[config.mk]
export PLATFORM = sky130hd
export DESIGN_NAME = mie_irq_enable
export DESIGN_NICKNAME = d
export VERILOG_FILES = /design/src/hdl/mie_pkg.sv /design/src/hdl/mie_wr_if.sv /design/src/hdl/mie_sfr_reg.sv /design/src/hdl/mie_irq_enable.sv
export SDC_FILE = /design/constraint.sdc
export NUM_CORES = 1
export LEC_CHECK = 0
export ABC_CLOCK_PERIOD_IN_PS = 1300
export BUFFER_PORTS_ARGS = -buffer_cell sky130_fd_sc_hd__buf_2
export CAP_MARGIN = 20
export CORE_MARGIN = 1.5
export CORE_UTILIZATION = 39
export CTS_CLUSTER_SIZE = 25
export DETAILED_ROUTE_END_ITERATION = 6
export GPL_TIMING_DRIVEN = 0
export SYNTH_ARGS = -nofsm -noshare
export SYNTH_HDL_FRONTEND = slang
export SYNTH_SLANG_ARGS = --single-unit
[constraint.sdc]
create_clock -name i_clk -period 1.3 [get_ports i_clk]
set_input_delay 0.13 -clock i_clk [delete_from_list [all_inputs] [get_ports i_clk]]
set_output_delay 0.13 -clock i_clk [all_outputs]
set_load 0.02 [all_outputs]
[src/hdl/mie_pkg.sv]
/*
  Constants for the metering interrupt enable logic: SFR addresses,
  bit positions, write masks and reset values.
  Assumes the 8-bit SFR space of the on-chip core.
*/
`default_nettype none
package mie_pkg;
  // SFR addresses
  localparam logic [7:0] MIE_ADDR_EN_LOW   = 8'hd9;
  localparam logic [7:0] MIE_ADDR_EN_MID   = 8'hda;
  localparam logic [7:0] MIE_ADDR_EN_HIGH  = 8'hdb;
  localparam logic [7:0] MIE_ADDR_ST_LOW   = 8'hdc;
  localparam logic [7:0] MIE_ADDR_ST_MID   = 8'hdd;
  localparam logic [7:0] MIE_ADDR_ST_HIGH  = 8'hde;
  // Mid register bit positions
  localparam int MIE_BIT_FREQ_TWO   = 7;
  localparam int MIE_BIT_FREQ_ONE   = 6;
  localparam int MIE_BIT_APP_OVF    = 5;
  localparam int MIE_BIT_REA_OVF    = 4;
  localparam int MIE_BIT_ACT_OVF    = 3;
  localparam int MIE_BIT_APP_HALF   = 2;
  localparam int MIE_BIT_REA_HALF   = 1;
  localparam int MIE_BIT_ACT_HALF   = 0;
  // High register bit positions
  localparam int MIE_BIT_WAVE_RDY   = 5;
  localparam int MIE_BIT_CUR_PEAK   = 4;
  localparam int MIE_BIT_VOLT_PEAK  = 3;
  localparam int MIE_BIT_CYCLE_DONE = 2;
  localparam int MIE_BIT_ZX_TIMEOUT = 1;
  localparam int MIE_BIT_ZX         = 0;
  // Low status summary position
  localparam int MIE_BIT_SUMMARY    = 7;
  // Writable masks and reset values
  localparam logic [7:0] MIE_MASK_MID      = 8'hff;
  localparam logic [7:0] MIE_MASK_HIGH     = 8'h3f;
  localparam logic [7:0] MIE_MASK_LOW      = 8'h3f;
  localparam logic [7:0] MIE_MASK_REACTIVE = 8'h12;
  localparam logic [7:0] MIE_RESET_VAL     = 8'h00;
endpackage
`default_nettype wire

[src/hdl/mie_wr_if.sv]
/*
  Write strobe and data from the SFR decoder to the register slices.
  Assumes one clock domain and a single decoder driving it.
*/
`timescale 1ns/1ns
`default_nettype none
interface mie_wr_if;
  logic [7:0] wdata;
  logic       wr;
  // Decoder side drives, register side listens
  modport ctl (output wdata, output wr);
  modport slv (input wdata, input wr);
endinterface
`default_nettype wire

[src/hdl/mie_sfr_reg.sv]
/*
  One 8-bit SFR slice: a plain enable register or a sticky status
  register whose flags hardware sets and software clears by writing 0.
  Assumes set pulses from logic on the same clock.
*/
`timescale 1ns/1ns
`default_nettype none
module mie_sfr_reg
  import mie_pkg::*;
#(
  parameter logic [7:0] WMASK  = 8'hff,
  parameter bit         STICKY = 1'b0
) (
  // Clock and reset
  input  wire logic       i_clk,
  input  wire logic       i_rst_n,
  // Write port
  mie_wr_if.slv           wr_bus,
  input  wire logic       i_sel,
  // Hardware set pulses
  input  wire logic [7:0] i_set,
  // Register value
  output logic      [7:0] o_q
);
  logic [7:0] q_reg;
  logic [7:0] q_next;
  wire        wr_hit = wr_bus.wr & i_sel;
  wire  [7:0] plain_next  = wr_hit ? (wr_bus.wdata & WMASK) : q_reg;
  // Clearing write keeps ones, set wins over a clear in the same cycle
  wire  [7:0] sticky_hold = wr_hit ? (q_reg & wr_bus.wdata) : q_reg;
  wire  [7:0] sticky_next = (sticky_hold | i_set) & WMASK;

  assign q_next = STICKY ? sticky_next : plain_next;
  assign o_q    = q_reg;

  // Register update, zero at reset
  always_ff @(posedge i_clk or negedge i_rst_n) begin
    if (!i_rst_n) begin
      q_reg <= MIE_RESET_VAL;
    end else begin
      q_reg <= q_next;
    end
  end
endmodule
`default_nettype wire

[src/hdl/mie_irq_enable.sv]
/*
  Metering interrupt enable logic: mid and high enable SFRs, mid and
  high status flags, summary flag and the shared interrupt request.
  Assumes the core's SFR strobes on i_clk; the low status flags and
  low enable register live in a neighbouring block and arrive as
  levels; event pulses come from metering logic on the same clock.
*/
`timescale 1ns/1ns
`default_nettype none
module mie_irq_enable
  import mie_pkg::*;
#(
  parameter bit P_HAS_REACTIVE = 1'b1
) (
  // Clock and reset
  input  wire logic       i_clk,
  input  wire logic       i_rst_n,
  // SFR access from the core
  input  wire logic [7:0] i_sfr_addr,
  input  wire logic [7:0] i_sfr_wdata,
  input  wire logic       i_sfr_wr,
  input  wire logic       i_sfr_rd,
  output logic      [7:0] o_sfr_rdata,
  output logic            o_sfr_hit,
  // Mid-group events, one-cycle pulses
  input  wire logic       i_freq_out_two_pulse,
  input  wire logic       i_freq_out_one_pulse,
  input  wire logic       i_apparent_energy_overflow,
  input  wire logic       i_reactive_energy_overflow,
  input  wire logic       i_active_energy_overflow,
  input  wire logic       i_apparent_energy_half_full,
  input  wire logic       i_reactive_energy_half_full,
  input  wire logic       i_active_energy_half_full,
  // High-group events, one-cycle pulses
  input  wire logic       i_waveform_sample_ready,
  input  wire logic       i_current_peak,
  input  wire logic       i_voltage_peak,
  input  wire logic       i_line_cycle_accum_done,
  input  wire logic       i_zero_cross_timeout,
  input  wire logic       i_zero_cross,
  // Low pair from the neighbouring block, levels
  input  wire logic [7:0] i_status_low,
  input  wire logic [7:0] i_enable_low,
  // Interrupt to the core
  output logic            o_metering_irq,
  output logic            o_metering_irq_summary
);
  mie_wr_if wr_bus ();

  // Address decode
  wire sel_en_mid  = (i_sfr_addr == MIE_ADDR_EN_MID);
  wire sel_en_high = (i_sfr_addr == MIE_ADDR_EN_HIGH);
  wire sel_st_low  = (i_sfr_addr == MIE_ADDR_ST_LOW);
  wire sel_st_mid  = (i_sfr_addr == MIE_ADDR_ST_MID);
  wire sel_st_high = (i_sfr_addr == MIE_ADDR_ST_HIGH);
  wire sel_any     = sel_en_mid | sel_en_high | sel_st_low |
                     sel_st_mid | sel_st_high;

  assign wr_bus.wdata = i_sfr_wdata;
  assign wr_bus.wr    = i_sfr_wr;

  // Mid event vector; pulses are taken before any pin gating
  logic [7:0] set_mid;
  assign set_mid[MIE_BIT_FREQ_TWO] = i_freq_out_two_pulse;
  assign set_mid[MIE_BIT_FREQ_ONE] = i_freq_out_one_pulse;
  assign set_mid[MIE_BIT_APP_OVF]  = i_apparent_energy_overflow;
  assign set_mid[MIE_BIT_REA_OVF]  = i_reactive_energy_overflow;
  assign set_mid[MIE_BIT_ACT_OVF]  = i_active_energy_overflow;
  assign set_mid[MIE_BIT_APP_HALF] = i_apparent_energy_half_full;
  assign set_mid[MIE_BIT_REA_HALF] = i_reactive_energy_half_full;
  assign set_mid[MIE_BIT_ACT_HALF] = i_active_energy_half_full;

  // High event vector, bits 7:6 unused
  logic [7:0] set_high;
  assign set_high[7:6]                = 2'h0;
  assign set_high[MIE_BIT_WAVE_RDY]   = i_waveform_sample_ready;
  assign set_high[MIE_BIT_CUR_PEAK]   = i_current_peak;
  assign set_high[MIE_BIT_VOLT_PEAK]  = i_voltage_peak;
  assign set_high[MIE_BIT_CYCLE_DONE] = i_line_cycle_accum_done;
  assign set_high[MIE_BIT_ZX_TIMEOUT] = i_zero_cross_timeout;
  assign set_high[MIE_BIT_ZX]         = i_zero_cross;

  logic [7:0] en_mid;
  logic [7:0] en_high;
  logic [7:0] st_mid;
  logic [7:0] st_high;

  // Enable registers
  mie_sfr_reg #(.WMASK(MIE_MASK_MID), .STICKY(1'b0)) u_en_mid (
    .i_clk   (i_clk),
    .i_rst_n (i_rst_n),
    .wr_bus  (wr_bus),
    .i_sel   (sel_en_mid),
    .i_set   (8'h00),
    .o_q     (en_mid)
  );
  mie_sfr_reg #(.WMASK(MIE_MASK_HIGH), .STICKY(1'b0)) u_en_high (
    .i_clk   (i_clk),
    .i_rst_n (i_rst_n),
    .wr_bus  (wr_bus),
    .i_sel   (sel_en_high),
    .i_set   (8'h00),
    .o_q     (en_high)
  );

  // Status registers, software writes 0 to clear
  mie_sfr_reg #(.WMASK(MIE_MASK_MID), .STICKY(1'b1)) u_st_mid (
    .i_clk   (i_clk),
    .i_rst_n (i_rst_n),
    .wr_bus  (wr_bus),
    .i_sel   (sel_st_mid),
    .i_set   (set_mid),
    .o_q     (st_mid)
  );
  mie_sfr_reg #(.WMASK(MIE_MASK_HIGH), .STICKY(1'b1)) u_st_high (
    .i_clk   (i_clk),
    .i_rst_n (i_rst_n),
    .wr_bus  (wr_bus),
    .i_sel   (sel_st_high),
    .i_set   (set_high),
    .o_q     (st_high)
  );

  // Reactive enables lose their function on variants without it
  wire [7:0] rea_gate = P_HAS_REACTIVE ? 8'hff : ~MIE_MASK_REACTIVE;

  // Mid pair: each flag gated by its own enable bit
  wire [7:0] pend_mid;
  assign pend_mid[MIE_BIT_FREQ_TWO] = st_mid[MIE_BIT_FREQ_TWO] &
                                      en_mid[MIE_BIT_FREQ_TWO];
  assign pend_mid[MIE_BIT_FREQ_ONE] = st_mid[MIE_BIT_FREQ_ONE] &
                                      en_mid[MIE_BIT_FREQ_ONE];
  assign pend_mid[MIE_BIT_APP_OVF]  = st_mid[MIE_BIT_APP_OVF] &
                                      en_mid[MIE_BIT_APP_OVF];
  assign pend_mid[MIE_BIT_REA_OVF]  = st_mid[MIE_BIT_REA_OVF] &
                                      en_mid[MIE_BIT_REA_OVF] &
                                      rea_gate[MIE_BIT_REA_OVF];
  assign pend_mid[MIE_BIT_ACT_OVF]  = st_mid[MIE_BIT_ACT_OVF] &
                                      en_mid[MIE_BIT_ACT_OVF];
  assign pend_mid[MIE_BIT_APP_HALF] = st_mid[MIE_BIT_APP_HALF] &
                                      en_mid[MIE_BIT_APP_HALF];
  assign pend_mid[MIE_BIT_REA_HALF] = st_mid[MIE_BIT_REA_HALF] &
                                      en_mid[MIE_BIT_REA_HALF] &
                                      rea_gate[MIE_BIT_REA_HALF];
  assign pend_mid[MIE_BIT_ACT_HALF] = st_mid[MIE_BIT_ACT_HALF] &
                                      en_mid[MIE_BIT_ACT_HALF];

  // High pair
  wire [7:0] pend_high;
  assign pend_high[7:6]                = 2'h0;
  assign pend_high[MIE_BIT_WAVE_RDY]   = st_high[MIE_BIT_WAVE_RDY] &
                                         en_high[MIE_BIT_WAVE_RDY];
  assign pend_high[MIE_BIT_CUR_PEAK]   = st_high[MIE_BIT_CUR_PEAK] &
                                         en_high[MIE_BIT_CUR_PEAK];
  assign pend_high[MIE_BIT_VOLT_PEAK]  = st_high[MIE_BIT_VOLT_PEAK] &
                                         en_high[MIE_BIT_VOLT_PEAK];
  assign pend_high[MIE_BIT_CYCLE_DONE] = st_high[MIE_BIT_CYCLE_DONE] &
                                         en_high[MIE_BIT_CYCLE_DONE];
  assign pend_high[MIE_BIT_ZX_TIMEOUT] = st_high[MIE_BIT_ZX_TIMEOUT] &
                                         en_high[MIE_BIT_ZX_TIMEOUT];
  assign pend_high[MIE_BIT_ZX]         = st_high[MIE_BIT_ZX] &
                                         en_high[MIE_BIT_ZX];

  // Low pair, positions 5:0 only
  wire [7:0] pend_low = i_status_low & i_enable_low & MIE_MASK_LOW;

  // Any enabled flag raises the request; it drops when the flag or its enable bit is cleared
  wire any_pend = (|pend_low) | (|pend_mid) | (|pend_high);

  // Request and summary, registered
  logic irq_reg;
  always_ff @(posedge i_clk or negedge i_rst_n) begin
    if (!i_rst_n) begin
      irq_reg <= 1'b0;
    end else begin
      irq_reg <= any_pend;
    end
  end
  assign o_metering_irq         = irq_reg;
  assign o_metering_irq_summary = irq_reg;

  // Read data selection; low status carries summary in bit 7
  wire [7:0] st_low_view = {irq_reg, 1'b0, i_status_low[5:0]};
  wire [7:0] rd_sel =
      sel_en_mid  ? en_mid :
      sel_en_high ? (en_high & MIE_MASK_HIGH) :
      sel_st_low  ? st_low_view :
      sel_st_mid  ? st_mid :
      sel_st_high ? st_high : 8'h00;

  // Read data and hit flag, one cycle after the read strobe
  logic [7:0] rdata_reg;
  logic       hit_reg;
  always_ff @(posedge i_clk or negedge i_rst_n) begin
    if (!i_rst_n) begin
      rdata_reg <= 8'h00;
      hit_reg   <= 1'b0;
    end else begin
      rdata_reg <= i_sfr_rd ? rd_sel : rdata_reg;
      hit_reg   <= i_sfr_rd & sel_any;
    end
  end
  assign o_sfr_rdata = rdata_reg;
  assign o_sfr_hit   = hit_reg;
endmodule
`default_nettype wire

Yosys cells after proc, flatten, opt, wreduce, memory -nomap -nowiden. Cells that the tools add are included. Widths: inputs -> output; s select.

Mux-type cells: 7. Equal/unequal tests: 5. Reduce and logical (&&, ||, !) cells: 3. Bitwise logic cells: 30.

Operators by type and width (count): $eq 8x8->1 const B (5); $mux 8 (5); $and 1x1->1 (19); $and 6x6->6 (2); $mux 6 (2); $reduce_or 6->1 (2); $and 8x8->8 (1); $or 8x8->8 (1); $reduce_or 8->1 (1); $or 1x1->1 (6); $or 6x6->6 (1).

Register bits after elaboration: 38. Output and inout bits: 11. Word-level logic and storage cells: 52. Bits of input ports: 50.

Depth between registers and ports, before layout. Gate-level depths: netlist of run 1.

Word-level depth: 6. Mapped depth: 7. Gate-level depth less buffers: 4.

By module. A second synthesis of run 1 with hierarchy kept.

Cells, all modules: 193. Area total of the unflattened synthesis: 2090.8 sq um.

Modules (own cells, without submodules): mie_irq_enable (seq. area each 250.2 sq um, area each 872.1 sq um, instances 1, cells each 97); mie_sfr_reg at u_st_mid (seq. area each 200.2 sq um, area each 357.8 sq um, instances 1, cells each 34); mie_sfr_reg at u_en_mid (seq. area each 200.2 sq um, area each 296.5 sq um, instances 1, cells each 17); mie_sfr_reg at u_st_high (seq. area each 150.1 sq um, area each 294.0 sq um, instances 1, cells each 29); mie_sfr_reg at u_en_high (seq. area each 150.1 sq um, area each 270.3 sq um, instances 1, cells each 16).

Worst setup path after synthesis of run 1. No wires, ideal clock.

Path kind: input -> register. Start point: in i_sfr_addr[0]. End point: reg u_en_mid.q_reg[0], in the netlist u_en_mid.o_q[0]. Setup time: 0.125 ns. Stages on the path: 7. Buffers on the path: 3. Data required time: 1.175 ns. Arrival time: 1.229 ns. Path slack: -0.054 ns. Path through: buf_6 -> nor2b_2 -> buf_6 -> nor2b_4 -> and3_4 -> buf_6 -> mux2_4.

Longest elaborated chain between the ends: 2.

RTL lines: from (decl) (RTL line mie_irq_enable.sv:19) `input wire logic [7:0] i_sfr_addr,`; $eq 8x8->1 (RTL line mie_irq_enable.sv:51) `wire sel_en_mid = (i_sfr_addr == MIE_ADDR_EN_MID);`; $and 1x1->1 (RTL line mie_sfr_reg.sv:27) `wire wr_hit = wr_bus.wr & i_sel;`; to (signal assigned) (RTL line mie_sfr_reg.sv:41) `q_reg <= q_next;`; to (decl) (RTL line mie_sfr_reg.sv:25) `logic [7:0] q_reg;`.

No other way between the ends. A chain may end at the register's enable or synchronous reset.

Worst setup path after layout of run 1.
Start point: reg u_en_mid.q_reg[6], in the netlist u_en_mid.o_q[6]. End point: reg irq_reg, in the netlist o_metering_irq.

Longest elaborated chain between the ends: 4.

RTL lines: $and 1x1->1 (RTL line mie_irq_enable.sv:131) `assign pend_mid[MIE_BIT_FREQ_ONE] = st_mid[MIE_BIT_FREQ_ONE] &`; $reduce_or 8->1 (RTL line mie_irq_enable.sv:168) `wire any_pend = (|pend_low) | (|pend_mid) | (|pend_high);`; $or 1x1->1 (2 in series) (RTL line mie_irq_enable.sv:168); net any_pend (RTL line mie_irq_enable.sv:168); to (signal assigned) (RTL line mie_irq_enable.sv:176) `irq_reg <= any_pend;`; to (decl) (RTL line mie_irq_enable.sv:171) `logic irq_reg;`.

The timed path passes the listed nets, and every way through them passes these cells.

==> impl_metrics.csv, run 1 <==
group,metric,value,unit
outcome,status,"finished clean",
synth,syn_avg_cell_area,11.79,µm²
setup_path,crit_slowest_cell,"dfrtp_1",
synth,synth.distinct_cells,29,
detailed_routing,viasPerCell,5.428,
floorplan,fp.coreArea,0.004661,mm²
placement,portBuffers,55,
synth,synthArstFlopShare,100.0,%
grt,grtUsageTotal,19.84,%
synth,yosys.area.top_type,"dfrtp_1",
floorplan,rows,25,
timing,slew_violations,0,
cells_and_area,syn2layout_area_growth,28.17,%
timing,post-route-min-period,1.283,ns
clock_network,cts_tree,"done",
detailed_routing,wl,4842,µm
setup_path,max_stage_delay,0.40,ns
synth,syn_inst,159,
synth,netlist_area,0.001874,mm²
timing,relSlewSlack,43.10,%
clock_network,cts-root-buf,"clkbuf_8",
timing,clock.fmax,0.7797,GHz
setup_path,end_kind,"register",
synth,ys_warn_count,0,
power_and_ir_drop,vdd_drop_max,749.5,µV
clock_network,clock-sinks,38,
floorplan,io_pins,61,
synth,netlist_top_cells_count,"dfrtp_1 (38), nand2b_1 (20), o21ai_0 (15)",
timing,tightest_slew,0.8536,ns
placement,place_congestion,0.7628,
cells_and_area,utilization,51.54,%
min_path,worstHoldPathType,"input pin to register",
setup_path,critPathKind,"register to register",
timing,rsz0062_at_grt,"yes",
timing,post-route-period-util,98.66,%
clock_network,clk_path_buf_depth,2,
synth,ys_seq_area_share,50.73,%
setup_path,worstPathMaxFanout,3,
synth,ys_ff_latch,38,
setup_path,crit_chain,"a22o_1 > a221oi_2 > and3_1 > nand4_1",
detailed_routing,wl_per_cell,17.11,µm
detailed_routing,first_iter_violations,102,
synth,synth_edf_count,0,
grt,antenna_found_initial,0,
placement,place_hpwl,3446,µm
detailed_routing,drt_pass1_iterations,4,
setup_path,worstPathRequired,1.45,ns
detailed_routing,antenna_left,0,
grt,first_global_vias,1520,
floorplan,die_w,72.33,µm
clock_network,cts_buffers,5,
clock_network,insertion_delay,0.28,ns
cells_and_area,antenna_cells,0,
setup_path,critPathArrivalTime,1.43,ns
timing,setup_ws,0.01740,ns
timing,fin_skew,0.001692,ns
clock_network,htreeDepth,2,
setup_path,startpoint_type,"register",
timing,setup_viol,0,
grt,grt_max_degree,39,
power_and_ir_drop,total_leakage_power,0.001113,µW
timing,setup_tns,0,ns
floorplan,die_area,0.005231,mm²
placement,post-place-ws,-0.3197,ns
detailed_routing,dr_total_vias,1536,
synth,synth_most_common_cell,"dfrtp_1",
power_and_ir_drop,powerDensity,988.0,mW/mm²
synth,synthTopCellsByArea,"dfrtp_1 (51%), nand2b_1 (6.7%), mux2i_1 (6.4%), mux2_4 (6.4%), mux2_2 (4.2%)",
cells_and_area,drive_above_1_share,41.92,%
grt,grt_pass1_wl,7872,µm
floorplan,die_h,72.33,µm
synth,synth_top_flop_cell,"dfrtp_1",
job,cap_violations,0,
clock_network,clk_pin_slew,0.07,ns
timing,hold_viol,0,
grt,grt_overflow,0,
floorplan,initial_core_util,40.21,%
cells_and_area,nets,278,
detailed_routing,drcViolationCount,0,
synth,syn_nets,209,
synth,synth_top_area_share,50.73,%
==> layout make-up <==
cell class | count | area (µm²)
Sequential cell | 38 | 950.9
Tap cell | 54 | 67.56
Clock inverter | 1 | 5.005
Inverter | 2 | 7.507
Clock buffer | 7 | 86.33
Fill cell | 424 | 2258
Buffer | 7 | 67.56
Multi-Input combinational cell | 112 | 887.1
Timing Repair Buffer | 62 | 330.3
==> final timing paths <==
check	end	cells after the start	slack (ns)	start
worst max-delay path	o_metering_irq	4	0.02	u_en_mid.o_q[6]
worst min-delay path	u_st_mid.o_q[6]	2	0.03	i_freq_out_one_pulse
worst max register to register	o_metering_irq	4	0.02	u_en_mid.o_q[6]
worst min register to register	o_sfr_rdata[2]	2	0.51	o_sfr_rdata[2]
max in group asynchronous	u_st_mid.o_q[5]	2	0.27	i_rst_n
min in group asynchronous	o_sfr_rdata[6]	2	0.49	i_rst_n
==> worst max-delay path: cells and delay by family, from the launching register on <==
family | cells | cell delay (ns)
AOI/OAI and AO/OA | 2 | 0.45
DFF | 1 | 0.40
and+or+nand+nor | 2 | 0.29
==> flip-flops by register name (all words and copies together), names as in the netlist <==
signal	cells
o_sfr_rdata	8
u_en_high.o_q	6
o_sfr_hit	1
u_en_mid.o_q	8
u_st_mid.o_q	8
o_metering_irq	1
u_st_high.o_q	6
==> report_power, final <==
| part | leakage [µW] | internal [µW] | switching [µW] |
|---|---|---|---|
| clock | 0.0000482 | 428 | 402 |
| combinational | 0.000614 | 167 | 147 |
| sequential | 0.000451 | 1210 | 21.5 |
| total | 0.00111 | 1800 | 571 |
==> metrics by stage <==
| step | hold slack [ns] | power (µW) | instance area (µm²) | instances |
|---|---|---|---|---|
| detailed placement | 0.2966 | 1550 | 2235 | 268 |
| CTS | 0.02243 | 2387 | 2371 | 280 |
| finish | 0.02507 | 2373 | 2402 | 283 |
| global route | 0.02288 | 2476 | 2402 | 283 |
| floorplan | -0.1656 | 1406 | 1892 | 159 |
| global placement | 0.2885 | 1548 | 2235 | 268 |
==> cells by family (layout without fill, tap and decap cells) <==
family          count (synthesis)  count (layout)  share of synthesized area (%)
compound gates                 41              41                          14.49
buf+inv                         9              79                          3.338
simple gates                   44              44                          14.42
mux                            27              27                          17.02
flops                          38              38                          50.73
==> layer usage <==
| metal | part of all wire [%] | global-route usage (%) |
|---|---|---|
| met3 | 4.7 | 4.167 |
| met4 | 0.41 | 4.612 |
| met1 | 46 | 27.10 |
| met2 | 48 | 32.51 |
| met5 | 0 | 0 |
==> layout by cell type (no fill, tap or decap), types with 3 or more instances in the layout <==
master,count
clkbuf_8,6
nand4_1,4
mux2_4,8
o221ai_1,6
nand2b_1,20
nand3_1,3
a22o_1,4
a221oi_2,3
dfrtp_1,38
mux2_2,7
nor2_1,7
buf_4,7
a21oi_1,6
mux2i_1,12
o21ai_0,14
a22oi_1,3
buf_2,57
==> timing repair <==
item,CTS,global route
hold buffers,1,0
resized for setup,2,3
pin swaps,1,3
endpoints found under the hold margin,38,0
endpoints found under the setup margin,5,9
setup buffers,3,3
gates cloned,0,0
Note: power is estimated with default switching activity, not from simulation.
==> inputs of run 2 (changes only) <==
--- a/config.mk
+++ b/config.mk
@@ -13,6 +13,7 @@
 export CTS_CLUSTER_SIZE = 25
 export DETAILED_ROUTE_END_ITERATION = 6
 export GPL_TIMING_DRIVEN = 0
+export PLACE_DENSITY = 0.72
 export SYNTH_ARGS = -nofsm -noshare
 export SYNTH_HDL_FRONTEND = slang
 export SYNTH_SLANG_ARGS = --single-unit
==> impl_metrics.csv, run 2 (same netlist as run 1, synthesis figures left out) <==
group,metric,value,unit
grt,first_global_vias,1472,
outcome,status,"finished, violations left",
timing,tightest_slew,0.8316,ns
setup_path,crit_slowest_cell,"dfrtp_1",
setup_path,reg2regPathDepth,4,
timing,relSlewSlack,44.56,%
timing,setup_ws,-0.01568,ns
grt,grt_pass1_wl,7383,µm
floorplan,initial_core_util,40.21,%
setup_path,reg2reg_to,"o_metering_irq",
timing,hold_ws,0.02611,ns
power_and_ir_drop,power_switching,550.9,µW
power_and_ir_drop,p_comb_share,13.4,%
placement,place_inst,268,
cells_and_area,syn2layout_area_growth,25.63,%
outcome,violations,"negative setup slack",
timing,rsz0062_at_grt,"yes",
grt,grt.busiest_layer,"met2",
detailed_routing,antenna_left,0,
placement,place_congestion,0.8598,
setup_path,startpoint_type,"register",
grt,antenna_found_initial,0,
clock_network,cts-root-buf,"clkbuf_8",
floorplan,die_area,0.005231,mm²
power_and_ir_drop,p_clk_share,32.9,%
cells_and_area,num-fill-cells,447,
placement,place_area,0.002235,mm²
detailed_routing,first_iter_violations,86,
floorplan,rows,25,
detailed_routing,wl_per_cell,17.28,µm
min_path,whs_endpoint,"u_st_mid.o_q[6]",
detailed_routing,viasPerCell,5.424,
setup_path,worst-path-buf-inv,0,
setup_path,crit_chain,"a22o_1 > a221oi_2 > and3_1 > nand4_1",
clock_network,insertion_delay,0.28,ns
cells_and_area,fin_cells,278,
grt,grt_max_degree,39,
setup_path,max_stage_delay,0.39,ns
floorplan,fp.coreArea,0.004661,mm²
clock_network,clk_path_buf_depth,2,
cells_and_area,final_cell_mix,"buf_2 (57), dfrtp_1 (38), nand2b_1 (20)",
power_and_ir_drop,total_leakage_power,0.001083,µW
floorplan,die_h,72.33,µm
setup_path,reg2reg_from,"u_en_high.o_q[5]",
clock_network,cts_tree,"done",
grt,grt_overflow,0,
placement,portBuffers,55,
cells_and_area,nets,274,
cells_and_area,antenna_cells,0,
floorplan,io_pins,61,
timing,fin_skew,0.005318,ns
power_and_ir_drop,switching_share,24.05,%
min_path,min_from,"i_freq_out_one_pulse",
timing,slew_violations,0,
timing,hold_viol,0,
job,cap_violations,0,
grt,grtUsageTotal,19.13,%
timing,setup_viol,1,
setup_path,worstPathRequired,1.45,ns
placement,place_hpwl,3451,µm
detailed_routing,drt_pass1_iterations,6,
timing,post-route-period-util,101.2,%
floorplan,die_w,72.33,µm
grt,met3_usage,5.417,%
min_path,holdPathStages,2,
power_and_ir_drop,powerDensity,972.9,mW/mm²
setup_path,critPathArrivalTime,1.46,ns
setup_path,worstPathMaxFanout,3,
grt,gr-usage-met2,30.86,%
clock_network,htreeDepth,2,
min_path,worstHoldPathType,"input pin to register",
cells_and_area,drive_above_1_share,39.73,%
setup_path,rrSetupSlack,-0.02,ns
setup_path,critPathKind,"register to register",
power_and_ir_drop,p_int,1740,µW
detailed_routing,wl,4805,µm
clock_network,clk_pin_slew,0.07,ns
cells_and_area,finalInstanceArea,0.002355,mm²
cells_and_area,layout_commonest_cell,"buf_2",
detailed_routing,drcViolationCount,0,
grt,use_met1,24.36,%
detailed_routing,dr_total_vias,1508,
timing,clock.fmax,0.7601,GHz
power_and_ir_drop,seq_power_share,53.8,%
clock_network,cts_buffers,5,
timing,post-route-min-period,1.316,ns
power_and_ir_drop,vdd_drop_max,600.9,µV
setup_path,critical-path-top-delay-family,"compound AO/OA/AOI/OAI gates",
cells_and_area,utilization,50.52,%
setup_path,end_kind,"register",
clock_network,clock-sinks,38,
timing,setup_tns,-0.01568,ns
run 2: timing repair:
| action | 4_1_cts | 5_1_grt |
|---|---|---|
| hold buffers | 1 | 0 |
| setup endpoints to repair | 0 | 15 |
| resized for setup | 0 | 3 |
| setup buffers | 0 | 2 |
| endpoints found under the hold margin | 38 | 0 |
run 2: worst max path at each step:
stage                                 from               to  slack (ns)  depth (start not counted)
after floorplan              i_sfr_addr[0]  u_en_mid.o_q[0]       -0.02                          7
after global placement       i_sfr_addr[1]  u_st_mid.o_q[2]       -0.27                          6
after detailed placement     i_sfr_addr[1]  u_st_mid.o_q[6]       -0.28                          6
after CTS                 u_en_high.o_q[5]   o_metering_irq       0.003                          4
after global routing      u_en_high.o_q[5]   o_metering_irq       -0.05                          4
final                     u_en_high.o_q[5]   o_metering_irq       -0.02                          4
run 2: layer usage:
metal | vias up | share of wire (%)
met3 | 10 | 5.8
met2 | 51 | 51
met1 | 732 | 42
met4 | 0 | 1.9
li1 | 715 | -
met5 | - | 0
run 2: area by class of cell:
class | instances | area, µm² | share of cell area [%]
Tap cell | 54 | 67.56 | 2.869
Clock buffer | 7 | 76.32 | 3.241
Timing Repair Buffer | 58 | 300.3 | 12.75
Sequential cell | 38 | 950.9 | 40.38
Inverter | 2 | 7.507 | 0.3188
Multi-Input combinational cell | 112 | 884.6 | 37.57
Buffer | 7 | 67.56 | 2.869
run 2: power by group through the flow:
| stage | clock network, µW | registers, µW | logic (µW) |
|---|---|---|---|
| 6_report | 753 | 1230 | 306 |
| 5_1_grt | 839 | 1230 | 336 |
| 4_1_cts | 773 | 1230 | 297 |
| 3_5_place_dp | 0 | 1250 | 294 |
| 3_3_place_gp | 0 | 1250 | 291 |
| 2_1_floorplan | 0 | 1250 | 154 |
run 2: through the flow:
step | setup WS (ns) | power [µW]
after floorplan | -0.02056 | 1406
after global placement | -0.2736 | 1543
after detailed placement | -0.2794 | 1546
after CTS | 0.003186 | 2300
after global routing | -0.04878 | 2408
final | -0.01568 | 2291
